<file path="src/hw/afc_pkg.sv">
// Shared constants and types of the alert and flag controller
package afc_pkg;

  // Register pointers
  localparam logic [7:0] PTR_CONFIG  = 8'h00;
  localparam logic [7:0] PTR_SHUNT   = 8'h01;
  localparam logic [7:0] PTR_BUS     = 8'h02;
  localparam logic [7:0] PTR_POWER   = 8'h03;
  localparam logic [7:0] PTR_CURRENT = 8'h04;
  localparam logic [7:0] PTR_CALIB   = 8'h05;
  localparam logic [7:0] PTR_MASK    = 8'h06;
  localparam logic [7:0] PTR_LIMIT   = 8'h07;

  // Field positions of alert_mask_enable_status
  localparam int unsigned BIT_SHUNT_OVER  = 15;
  localparam int unsigned BIT_SHUNT_UNDER = 14;
  localparam int unsigned BIT_BUS_OVER    = 13;
  localparam int unsigned BIT_BUS_UNDER   = 12;
  localparam int unsigned BIT_POWER_OVER  = 11;
  localparam int unsigned BIT_CONV_READY  = 10;
  localparam int unsigned BIT_AFF         = 4;
  localparam int unsigned BIT_CONV_READY_FLAG        = 3;
  localparam int unsigned BIT_OVF         = 2;
  localparam int unsigned BIT_ALERT_POLARITY        = 1;
  localparam int unsigned BIT_LEN         = 0;

  // Operating mode field of the configuration word
  localparam int unsigned MODE_CONT_BIT = 2;
  localparam int unsigned MODE_SEL_MSB  = 1;

  // Reset values
  localparam logic [15:0] CONFIG_RESET = 16'h0007;
  localparam logic [15:0] CALIB_RESET  = 16'h0000;
  localparam logic [15:0] MASK_RESET   = 16'h0000;
  localparam logic [15:0] LIMIT_RESET  = 16'h0000;

  // Serial target address, arbitrary value
  localparam logic [6:0] LINK_ADDR = 7'h45;
  localparam logic [3:0] BITS_PER_BYTE = 4'h8;

  // Register access from the serial link
  typedef struct packed {
    logic        wr;
    logic        rd_done;
    logic [7:0]  ptr;
    logic [15:0] wdata;
  } afc_reg_req_t;

  // Results from the conversion engine
  typedef struct packed {
    logic        conv_done;
    logic        math_ovf;
    logic [15:0] shunt;
    logic [15:0] bus;
    logic [15:0] power;
    logic [15:0] current;
  } afc_meas_t;

  typedef enum {
    ST_IDLE,
    ST_ADDR,
    ST_ACK,
    ST_RX,
    ST_TX,
    ST_MACK
  } afc_link_state_t;

endpackage

</file>
<file path="src/hw/afc_alert_ctrl.sv">
// Alert pin, status flags and register file of the current and power monitor
`timescale 1ns/10ps
`default_nettype none

////////////////////////////////////////////////////////////////////////////
// Summary of operation
// (RULE1) With the power limit enable set, a power result above the alert limit raises the alert.
// (RULE2) With the ready alert enable set, a set conversion-ready flag raises the alert.
// (RULE3) Only one limit function drives the alert, though conversion-ready may share the pin.
// (RULE4) The alert function flag shows that the limit function, not ready, caused the alert.
// (RULE5) In latched mode the alert function flag clears only on a read of the mask register.
// (RULE6) In transparent mode that flag clears after the next conversion without an alert.
// (RULE7) The ready flag sets once all conversions, averaging and products of a cycle are done.
// (RULE8) In single-shot mode a configuration write clears the ready flag unless it powers down.
// (RULE9) In single-shot mode a read of the mask register also clears the ready flag.
// (RULE10) An arithmetic overflow sets the math overflow flag.
// (RULE11) Polarity 1 makes the open-collector alert active high, 0 active low, low by default.
// (RULE12) Latch enable 1 latches the alert, 0 is transparent, transparent by default.
// (RULE13) In transparent mode the pin and flags go idle once the fault has gone.
// (RULE14) In latched mode the pin and flags stay active until the mask register is read.
// (RULE15) With several limit enables set, the most significant one alone is compared.
// (RULE16) The selected result is compared against the separate alert limit register.
// (RULE17) Read clears act once the serial read of the mask register has returned its word.
module afc_alert_ctrl
  import afc_pkg::*;
(
  // Clock and reset
  input  wire logic        clk_sys_i,
  input  wire logic        rst_b_i,
  // Serial register link
  input  wire logic        scl_i,
  input  wire logic        sda_i,
  output logic             sda_o,
  output logic             sda_oe_o,
  // Open-collector alert pin
  output logic             alert_o,
  output logic             alert_oe_o,
  // Conversion engine
  input  wire afc_meas_t   meas_i,
  output logic [15:0]      cfg_o,
  output logic [15:0]      cal_o
);

  ////////////////////////////////////////////////////////////////////////
  // Single-shot modes have the continuous bit clear and a nonzero select
  function automatic logic is_idle_mode(input logic [15:0] cfg);
    return cfg[MODE_SEL_MSB:0] == 2'h0;
  endfunction

  function automatic logic is_single_shot(input logic [15:0] cfg);
    return !cfg[MODE_CONT_BIT] && !is_idle_mode(cfg);
  endfunction

  // Priority compare of the selected result against the limit
  function automatic logic limit_crossed(input logic [15:0] en, input afc_meas_t m,
                                         input logic [15:0] lim);
    logic hit;
    hit = 1'b0;
    if (en[BIT_SHUNT_OVER]) begin
      hit = $signed(m.shunt) > $signed(lim);
    end else if (en[BIT_SHUNT_UNDER]) begin
      hit = $signed(m.shunt) < $signed(lim);
    end else if (en[BIT_BUS_OVER]) begin
      hit = m.bus > lim;
    end else if (en[BIT_BUS_UNDER]) begin
      hit = m.bus < lim;
    end else if (en[BIT_POWER_OVER]) begin
      hit = m.power > lim;
    end
    return hit;
  endfunction

  ////////////////////////////////////////////////////////////////////////
  afc_reg_req_t req;
  logic [15:0]  rdata;
  logic [15:0]  cfg, next_cfg;
  logic [15:0]  cal, next_cal;
  logic [15:0]  limit, next_limit;
  logic [5:0]   alert_en, next_alert_en;
  logic         alert_polarity, next_alert_polarity;
  logic         alert_latch_en, next_alert_latch_en;
  logic         alert_function_flag, next_alert_function_flag;
  logic         conv_ready_flag, next_conv_ready_flag;
  logic         math_overflow_flag, next_math_overflow_flag;
  logic         alert_oe, next_alert_oe;
  logic [15:0]  en_word;
  logic         power_over_limit_en, conv_ready_alert_en;
  logic         any_limit_en, limit_hit, read_mask, write_cfg, alert_act;

  afc_link_target u_link (
    .clk_sys_i (clk_sys_i),
    .rst_b_i   (rst_b_i),
    .scl_i     (scl_i),
    .sda_i     (sda_i),
    .sda_oe_o  (sda_oe_o),
    .rdata_i   (rdata),
    .req_o     (req)
  );

  assign en_word             = {alert_en, 10'h000};
  assign power_over_limit_en = en_word[BIT_POWER_OVER];
  assign conv_ready_alert_en = en_word[BIT_CONV_READY];
  assign any_limit_en        = |en_word[BIT_SHUNT_OVER:BIT_POWER_OVER];
  assign read_mask           = req.rd_done && (req.ptr == PTR_MASK);
  assign write_cfg           = req.wr && (req.ptr == PTR_CONFIG);
  // RULE15 highest enable wins
  // RULE16 compare against limit
  assign limit_hit           = limit_crossed(en_word, meas_i, limit);

  ////////////////////////////////////////////////////////////////////////
  // Read data; results come straight from the engine so they read at any time
  always_comb begin
    rdata = 16'h0000;
    unique case (req.ptr)
      PTR_CONFIG:  rdata = cfg;
      PTR_SHUNT:   rdata = meas_i.shunt;
      PTR_BUS:     rdata = meas_i.bus;
      PTR_POWER:   rdata = meas_i.power;
      PTR_CURRENT: rdata = meas_i.current;
      PTR_CALIB:   rdata = cal;
      PTR_MASK: begin
        rdata                = en_word;
        rdata[BIT_AFF]       = alert_function_flag;
        rdata[BIT_CONV_READY_FLAG]      = conv_ready_flag;
        rdata[BIT_OVF]       = math_overflow_flag;
        rdata[BIT_ALERT_POLARITY]      = alert_polarity;
        rdata[BIT_LEN]       = alert_latch_en;
      end
      PTR_LIMIT:   rdata = limit;
      default:     rdata = 16'h0000;
    endcase
  end

  ////////////////////////////////////////////////////////////////////////
  // Writable fields
  always_comb begin
    next_cfg            = cfg;
    next_cal            = cal;
    next_limit          = limit;
    next_alert_en       = alert_en;
    next_alert_polarity = alert_polarity;
    next_alert_latch_en = alert_latch_en;
    if (req.wr) begin
      unique case (req.ptr)
        PTR_CONFIG: next_cfg = req.wdata;
        PTR_CALIB:  next_cal = req.wdata;
        PTR_LIMIT:  next_limit = req.wdata;
        PTR_MASK: begin
          next_alert_en       = req.wdata[BIT_SHUNT_OVER:BIT_CONV_READY];
          next_alert_polarity = req.wdata[BIT_ALERT_POLARITY];
          next_alert_latch_en = req.wdata[BIT_LEN];
        end
        default: ;
      endcase
    end
  end

  ////////////////////////////////////////////////////////////////////////
  // Flags; a conversion in the clearing cycle wins over the clear
  always_comb begin
    next_alert_function_flag = alert_function_flag;
    next_conv_ready_flag     = conv_ready_flag;
    next_math_overflow_flag  = math_overflow_flag;
    if (meas_i.conv_done) begin
      // RULE4 limit source flag
      // RULE6 transparent conversion update
      next_alert_function_flag = alert_latch_en ? (alert_function_flag | limit_hit) : limit_hit;
    end else if (alert_latch_en && read_mask) begin
      // RULE5 latched read clear
      next_alert_function_flag = 1'b0;
    end
    if (meas_i.conv_done) begin
      // RULE7 ready after cycle
      next_conv_ready_flag = 1'b1;
    end else if (read_mask || (is_single_shot(cfg) && write_cfg && !is_idle_mode(req.wdata))) begin
      // RULE8 RULE9 ready flag clear
      next_conv_ready_flag = 1'b0;
    end
    if (meas_i.conv_done) begin
      // RULE10 overflow flag set
      next_math_overflow_flag = alert_latch_en ? (math_overflow_flag | meas_i.math_ovf)
                                               : meas_i.math_ovf;
    end else if (alert_latch_en && read_mask) begin
      next_math_overflow_flag = 1'b0;
    end
  end

  ////////////////////////////////////////////////////////////////////////
  // The pin follows the flags, so latching the flags latches the pin
  always_comb begin
    // RULE1 RULE3 pin sources
    // RULE2 ready drives pin
    // RULE13 RULE14 pin tracks flags
    alert_act     = (any_limit_en & alert_function_flag) | (conv_ready_alert_en & conv_ready_flag);
    // RULE11 open-collector sense
    next_alert_oe = alert_act ^ alert_polarity;
  end

  always_ff @(posedge clk_sys_i or negedge rst_b_i) begin
    if (!rst_b_i) begin
      cfg                 <= CONFIG_RESET;
      cal                 <= CALIB_RESET;
      limit               <= LIMIT_RESET;
      alert_en            <= MASK_RESET[BIT_SHUNT_OVER:BIT_CONV_READY];
      // RULE12 transparent by default
      alert_polarity      <= MASK_RESET[BIT_ALERT_POLARITY];
      alert_latch_en      <= MASK_RESET[BIT_LEN];
      alert_function_flag <= MASK_RESET[BIT_AFF];
      conv_ready_flag     <= MASK_RESET[BIT_CONV_READY_FLAG];
      math_overflow_flag  <= MASK_RESET[BIT_OVF];
      alert_oe            <= 1'b0;
    end else begin
      cfg                 <= next_cfg;
      cal                 <= next_cal;
      limit               <= next_limit;
      alert_en            <= next_alert_en;
      alert_polarity      <= next_alert_polarity;
      alert_latch_en      <= next_alert_latch_en;
      alert_function_flag <= next_alert_function_flag;
      conv_ready_flag     <= next_conv_ready_flag;
      math_overflow_flag  <= next_math_overflow_flag;
      alert_oe            <= next_alert_oe;
    end
  end

  assign alert_o    = 1'b0;
  assign alert_oe_o = alert_oe;
  assign sda_o      = 1'b0;
  assign cfg_o      = cfg;
  assign cal_o      = cal;
endmodule

`default_nettype wire

</file>
<file path="src/hw/afc_link_target.sv">
// Serial register link target of the alert and flag controller
`timescale 1ns/10ps
`default_nettype none

module afc_link_target
  import afc_pkg::*;
(
  // Clock and reset
  input  wire logic        clk_sys_i,
  input  wire logic        rst_b_i,
  // Serial pins
  input  wire logic        scl_i,
  input  wire logic        sda_i,
  output logic             sda_oe_o,
  // Register side
  input  wire logic [15:0] rdata_i,
  output afc_reg_req_t     req_o
);

  logic            scl_m, scl_s, scl_d, sda_m, sda_s, sda_d;
  logic            scl_rise, scl_fall, start_ev, stop_ev;
  afc_link_state_t state, next_state;
  logic [3:0]      bit_cnt, next_bit_cnt;
  logic [7:0]      shreg, next_shreg;
  logic [7:0]      hi_byte, next_hi_byte;
  logic [7:0]      ptr, next_ptr;
  logic [15:0]     txw, next_txw;
  logic [1:0]      byte_idx, next_byte_idx;
  logic            rw, next_rw;
  logic            sda_oe, next_sda_oe;
  afc_reg_req_t    next_req;

  ////////////////////////////////////////////////////////////////////////
  // Idle bus is high, so the synchronisers start high
  always_ff @(posedge clk_sys_i or negedge rst_b_i) begin
    if (!rst_b_i) begin
      scl_m <= 1'b1;
      scl_s <= 1'b1;
      scl_d <= 1'b1;
      sda_m <= 1'b1;
      sda_s <= 1'b1;
      sda_d <= 1'b1;
    end else begin
      scl_m <= scl_i;
      scl_s <= scl_m;
      scl_d <= scl_s;
      sda_m <= sda_i;
      sda_s <= sda_m;
      sda_d <= sda_s;
    end
  end

  assign scl_rise = scl_s & ~scl_d;
  assign scl_fall = ~scl_s & scl_d;
  assign start_ev = scl_s & scl_d & sda_d & ~sda_s;
  assign stop_ev  = scl_s & scl_d & ~sda_d & sda_s;

  ////////////////////////////////////////////////////////////////////////
  always_comb begin
    next_state    = state;
    next_bit_cnt  = bit_cnt;
    next_shreg    = shreg;
    next_hi_byte  = hi_byte;
    next_ptr      = ptr;
    next_txw      = txw;
    next_byte_idx = byte_idx;
    next_rw       = rw;
    next_sda_oe   = sda_oe;
    next_req      = '0;
    next_req.ptr  = ptr;
    next_req.wdata = req_o.wdata;
    if (start_ev) begin
      next_state    = ST_ADDR;
      next_bit_cnt  = 4'h0;
      next_byte_idx = 2'h0;
      next_sda_oe   = 1'b0;
    end else if (stop_ev) begin
      next_state  = ST_IDLE;
      next_sda_oe = 1'b0;
    end else begin
      unique case (state)
        ST_IDLE: ;
        ST_ADDR, ST_RX: begin
          if (scl_rise) begin
            next_shreg   = {shreg[6:0], sda_s};
            next_bit_cnt = 4'(bit_cnt + 4'h1);
          end else if (scl_fall && bit_cnt == BITS_PER_BYTE) begin
            next_bit_cnt = 4'h0;
            next_state   = ST_ACK;
            next_sda_oe  = 1'b1;
            if (state == ST_ADDR) begin
              next_rw = shreg[0];
              if (shreg[7:1] != LINK_ADDR) begin
                next_state  = ST_IDLE;
                next_sda_oe = 1'b0;
              end
            end else begin
              unique case (byte_idx)
                2'h0: next_ptr = shreg;
                2'h1: next_hi_byte = shreg;
                default: begin
                  next_req.wr    = 1'b1;
                  next_req.wdata = {hi_byte, shreg};
                end
              endcase
              next_byte_idx = (byte_idx == 2'h2) ? 2'h1 : 2'(byte_idx + 2'h1);
            end
          end
        end
        ST_ACK: begin
          if (scl_fall) begin
            if (rw) begin
              next_state  = ST_TX;
              next_txw    = rdata_i;
              next_sda_oe = ~rdata_i[15];
            end else begin
              next_state  = ST_RX;
              next_sda_oe = 1'b0;
            end
          end
        end
        ST_TX: begin
          if (scl_rise) begin
            next_bit_cnt = 4'(bit_cnt + 4'h1);
          end else if (scl_fall) begin
            next_txw = {txw[14:0], 1'b0};
            if (bit_cnt == BITS_PER_BYTE) begin
              next_state    = ST_MACK;
              next_bit_cnt  = 4'h0;
              next_sda_oe   = 1'b0;
              next_byte_idx = {1'b0, ~byte_idx[0]};
              // RULE17 word fully returned
              next_req.rd_done = byte_idx[0];
            end else begin
              next_sda_oe = ~txw[14];
            end
          end
        end
        ST_MACK: begin
          if (scl_rise && sda_s) begin
            next_state = ST_IDLE;
          end else if (scl_fall) begin
            next_state = ST_TX;
            if (byte_idx[0]) begin
              next_sda_oe = ~txw[15];
            end else begin
              next_txw    = rdata_i;
              next_sda_oe = ~rdata_i[15];
            end
          end
        end
      endcase
    end
  end

  always_ff @(posedge clk_sys_i or negedge rst_b_i) begin
    if (!rst_b_i) begin
      state    <= ST_IDLE;
      bit_cnt  <= 4'h0;
      shreg    <= 8'h00;
      hi_byte  <= 8'h00;
      ptr      <= 8'h00;
      txw      <= 16'h0000;
      byte_idx <= 2'h0;
      rw       <= 1'b0;
      sda_oe   <= 1'b0;
      req_o    <= '0;
    end else begin
      state    <= next_state;
      bit_cnt  <= next_bit_cnt;
      shreg    <= next_shreg;
      hi_byte  <= next_hi_byte;
      ptr      <= next_ptr;
      txw      <= next_txw;
      byte_idx <= next_byte_idx;
      rw       <= next_rw;
      sda_oe   <= next_sda_oe;
      req_o    <= next_req;
    end
  end

  assign sda_oe_o = sda_oe;

endmodule

`default_nettype wire

</file>
<file path="config.mk">
export PLATFORM = sky130hd
export DESIGN_NAME = afc_alert_ctrl
export DESIGN_NICKNAME = d
export VERILOG_FILES = /design/src/hw/afc_pkg.sv /design/src/hw/afc_alert_ctrl.sv /design/src/hw/afc_link_target.sv
export SDC_FILE = /design/constraint.sdc
export NUM_CORES = 1
export LEC_CHECK = 0
export BUFFER_PORTS_ARGS = -buffer_cell sky130_fd_sc_hd__buf_2
export CORE_UTILIZATION = 45
export CTS_CLUSTER_SIZE = 12
export DETAILED_ROUTE_END_ITERATION = 16
export PLACE_DENSITY = 0.73
export SYNTH_ARGS = -nofsm -noshare
export SYNTH_HDL_FRONTEND = slang
export SYNTH_SLANG_ARGS = --single-unit
</file>
<file path="constraint.sdc">
create_clock -name clk_sys_i -period 2.7 [get_ports clk_sys_i]
set_input_delay 0 -clock clk_sys_i [delete_from_list [all_inputs] [get_ports clk_sys_i]]
set_output_delay 0 -clock clk_sys_i [all_outputs]
set_load 0.02 [all_outputs]
</file>
---- Word level (Yosys, flattened, before mapping) ----
Cells that the tools add are included.
word-level totals
  bits in registers ....................... 172
  output and inout port bits .............. 36
operators by class
  add/subtract/negate cells ............... 2
  mux-type cells .......................... 79
  bitwise logic cells ..................... 26
  reduce and logical (&&, ||, !) cells .... 38
  equality and inequality tests ........... 43
  magnitude comparators ................... 5
operators with widths
  kind                 count
  $mux 32              11
  $pmux 16 s8          1
  $pmux 32 s4          1
  $mux 16              7
  $eq 32x2->1 const B  3
  $eq 32x3->1 const B  2
  $gt 16x16->1         3
  $pmux 16 s3          1
  $mux 1               35
  $eq 32x1->1 const B  1
  $eq 8x3->1 const B   4
  $lt 16x16->1         2
  $ne 4x1->1 const B   8
  $mux 4               7
  $mux 2               12
  $reduce_and 8->1     3
  $reduce_and 7->1     3
  $eq 8x2->1 const B   2
  $not 1->1            13
  $ne 2x1->1 const B   5
  $reduce_and 10->1    1
  $and 1x1->1          9
  $ne 3x1->1 const B   3
  $eq 8x1->1 const B   1
  32 further kinds     55

---- Longest topological paths before layout ----
  depth after elaboration ................. 9
  depth in mapped cells ................... 9

---- Cells and area by module ----
Synthesis repeated with hierarchy kept, for this count alone.
unflattened totals
  cell total of the unflattened synthesis .. 726
  area, all modules ....................... 8229.1 um2
modules (own cells, without submodules)
  module           area each (um2)  times used  cells an instance
  afc_alert_ctrl   4553.1           1           434
  afc_link_target  3676.0           1           292

---- Worst setup path before layout ----
No wires, ideal clock.
  kind .................................... register to register
  start point ............................. reg u_link.scl_d
  end point ............................... reg u_link.req_o[0] in the netlist's numbering
  data required time ...................... 2.575 ns
  cell stages (with the launch flop) ...... 8
  path slack .............................. 0.508 ns
  library setup time ...................... 0.125 ns
  period minus slack after synthesis ...... 2.192 ns
  arrival ................................. 2.068 ns
  buffers on the path ..................... 1
  cell sequence ........................... dfstp_2 > inv_1 > ha_1 > and2b_1 > nand3_4 > nor3_4 > buf_6 > mux2_2
between the ends
  word-level cells in the longest chain between the ends .. 5
  elaborated cells on any way between the ends .. 13
  classes of those cells .................. 11 x bitwise; 2 x reduce/logical
ends and longest elaborated chain
  what                                                 RTL line                                      source
  start: declaration                                   afc_link_target.sv:20                         logic scl_m, scl_s, scl_d, sda_m, sda_s, sda_d;
  start signal: assignment                             afc_link_target.sv:46                         scl_d <= scl_s;
  $and 1x1->1                                          afc_link_target.sv:55, afc_link_target.sv:56
  $and 1x1->1, on equally long branches (2 in series)  afc_link_target.sv:55, afc_link_target.sv:56
  $not 1->1 (no source line)                           --
  $reduce_and 7->1 (no source line) (*)                --
  end signal: assignment                               afc_link_target.sv:178                        req_o <= next_req;
  end: declaration                                     afc_link_target.sv:17                         output afc_reg_req_t req_o
Every way passes the cells marked *; elsewhere a longest branch is shown, timed or not.
A chain may end at the register's enable or synchronous reset.

---- Worst setup path in the final report ----
  start point ............................. reg u_link.scl_d
  end point ............................... reg u_link.ptr[3]
between the ends
  word-level cells in the longest chain between the ends .. 5
  elaborated cells on any way between the ends .. 13
  classes of those cells .................. 11 x bitwise; 2 x reduce/logical
ends and longest elaborated chain
  what                                                 RTL line                                      source
  $and 1x1->1                                          afc_link_target.sv:55, afc_link_target.sv:56
  $and 1x1->1, on equally long branches (2 in series)  afc_link_target.sv:55, afc_link_target.sv:56
  $not 1->1 (no source line)                           --
  $reduce_and 7->1 (no source line) (*)                --
  end signal: assignment                               afc_link_target.sv:173                        ptr <= next_ptr;
  end: declaration                                     afc_link_target.sv:26                         logic [7:0] ptr, next_ptr;
Marks and branches as above.

==> results.toml <==
[outcome]
outcome = "finished, final reports clean"

[timing]
grt_setup_unrepaired = "no"
drv_slew = 0
fmax_mhz = 424
fin_crit_sh_pct = 87.3
setup_violations = 0
slew_headroom_pct = 57.7
worst_pin_slew_ns = 0.635
finalCriticalPeriod_ns = 2.36
hold_ws_ns = 0.0645
tns_ns = 0
fin_worst_skew_ns = 0.0129
hold_viol = 0

[synthesis]
yosys_warnings = 0
synth_area_per_cell_um2 = 11.4
synth_ff_type = "dfrtp_1"
synth-edff-count = 0
synth_cell_types = 68
yosysSeqAreaShare_pct = 45.0
synthArstFlopShare_pct = 100
syn-instance-count = 697
ys_seq_elements = 143
syn_area_mm2 = 0.00798

[power_and_ir_drop]
powerDensity_mw_per_mm2 = 569
total_power_mw = 5.40
vdd_drop_max_mv = 0.528
leakagePower_nw = 4.45

[place]
numPortBuffers = 103
gp_congestion = 0.910
placed_cell_area_mm2 = 0.00882
place.detailed.hpwl_um = 15800

[global_routing]
grt_antenna_before_repair = 0
gr-usage-all-layers_pct = 24.2
grt_pass1_wl_um = 33000
grt_use_met1_pct = 33.0
use_met3_pct = 5.80
grt_max_degree = 57
grt.overflow.total = 0
grt_use_met2_pct = 37.6
grt_pass1_vias = 6047
busiest_layer = "met2"

[clock_network]
cts_tree = "built"
path_clk_slew_ns = 0.06
cts_sinks = 143
cts_made_buffers = 17
cts_resized = 0
clock_latency_ns = 0.43
cts-htree-levels = 4
ctsRootBufferMaster = "clkbuf_16"
holdBufCountCts = 6
cts.path.max_buffers = 2
postCtsSetupBuffers = 0

[cells_and_area]
final_common_cell = "dfrtp_1"
syn_to_final_growth_pct = 18.9
fillers = 1476
antennaDiodeCount = 0
seqCellArea_mm2 = 0.00359
final_cell_mix = "dfrtp_1 (132), buf_2 (102), mux2_2 (94), nand2_1 (66), o21ai_0 (56)"
drive_gt1_share_pct = 35.5
fin_nets = 938
finalInstanceArea_mm2 = 0.00949
multi_input_comb_area_mm2 = 0.00413

[die]
start_util_pct = 46.1
die_h_um = 135
die_w_um = 135
coreArea_mm2 = 0.0173
die_area_mm2 = 0.0183
rows = 48
ioPinCount = 106

[drt]
wl_um = 21000
drt_iter0_markers = 459
drt_first_pass_iters = 5
drcViolationCount = 0
avgViaCountPerCell = 5.89
via_count = 6200
routedWlPerCell_um = 20.0
final_antenna_net_count = 0

[worst_setup_path]
path_class = "flip-flop to flip-flop"
cp-end-kind = "flip-flop"
required_ns = 3.01
critPathArrivalTime_ns = 2.67
start_kind = "flip-flop"
critPathMaxFanout = 8

[worst_hold_path]
min_path_type = "primary input to flip-flop"

[flow_run]
drv_cap = 0
[worst paths after layout]
kind,start,slack (ns),depth (start not counted),to
min,meas_i[32],0.06,3,u_link.txw[0]
min in group asynchronous,rst_b_i,0.08,2,cal_o[12]
max reg2reg,u_link.scl_d,0.34,6,u_link.ptr[3]
max,u_link.scl_d,0.34,6,u_link.ptr[3]
max in group asynchronous,rst_b_i,1.75,3,u_link.scl_m
min reg2reg,u_link.scl_m,0.35,0,u_link.scl_s
[final cells by class]
type	instances	share of cell area, %
clock buffer	21	4.64
inverter	30	1.19
tap	225	2.97
multi-input combinational	492	43.5
timing repair buffer	131	8.13
sequential	143	37.9
clock inverter	11	1.74
[cell families (layout without fill, tap and decap cells)]
family                   after synthesis  count (layout)  share of synthesized area [%]
AND/OR/NAND/NOR                      163             163                           10.8
AO/OA/AOI/OAI                        146             146                           11.3
flip-flops                           143             143                           45.0
multiplexers                         126             126                           20.7
buffers and inverters                 63             193                           3.56
adder cells (fa/ha/maj)               53              53                           8.31
XOR/XNOR                               2               2                          0.220
other                                  1               2                         0.0470
[metal layers]
metal / up-vias / share of wire [%]
li1: 2814 / -
met5: - / 0
met3: 40 / 7.5
met4: 0 / 2.6
met1: 3081 / 44
met2: 265 / 46
[stage by stage]
stage	std cells	util (%)	setup WS (ns)
floorplan	698	-	0.508
CTS	1053	54.9	0.338
global route	1053	54.9	0.248
detailed placement	1015	51.0	0.348
finish	1053	54.9	0.342
global placement	1015	51.0	0.398
[synthesized netlist by cell type (all sizes together), types with 3 or more instances]
library cell | n | area [um^2]
nor4 | 4 | 40.0
a21oi | 33 | 165
nor2 | 20 | 75.1
o211ai | 4 | 30.0
a2111oi | 4 | 35.0
nand3 | 20 | 113
clkbuf | 12 | 45.0
mux2 | 94 | 1060
buf | 21 | 126
ha | 53 | 663
mux2i | 10 | 100
nor2b | 7 | 51.3
nor3 | 10 | 61.3
dfrtp | 134 | 3350
inv | 30 | 113
o21ai | 59 | 307
mux4 | 22 | 495
a22oi | 11 | 82.6
dfstp | 9 | 236
nand2b | 5 | 31.3
a211oi | 3 | 22.5
nand2 | 66 | 248
a21o | 9 | 67.6
nand4 | 13 | 81.3
[critical path: stages (launching register included)]
cell,delay [ns]
dfstp_2,0.54
inv_1,0.04
ha_1,0.27
and2b_1,0.30
nand3_4,0.14
nor4_4,0.54
mux2_2,0.40
[report_power, final]
| group | switching, mW | total (mW) | internal (mW) |
|---|---|---|---|
| logic | 0.306 | 0.561 | 0.255 |
| clock network | 0.892 | 2.43 | 1.54 |
| registers | 0.168 | 2.41 | 2.24 |
[state kept, by name, indices dropped and copies added (netlist names), 2 cells and up]
register / cells
cfg_o: 16
u_link.txw: 16
u_link.state: 3
u_link.ptr: 8
u_link.shreg: 8
cal_o: 16
u_link.hi_byte: 8
limit: 16
alert_en: 6
u_link.req_o: 26
u_link.bit_cnt: 4
u_link.byte_idx: 2
Note: power is estimated with default switching activity, not from simulation.
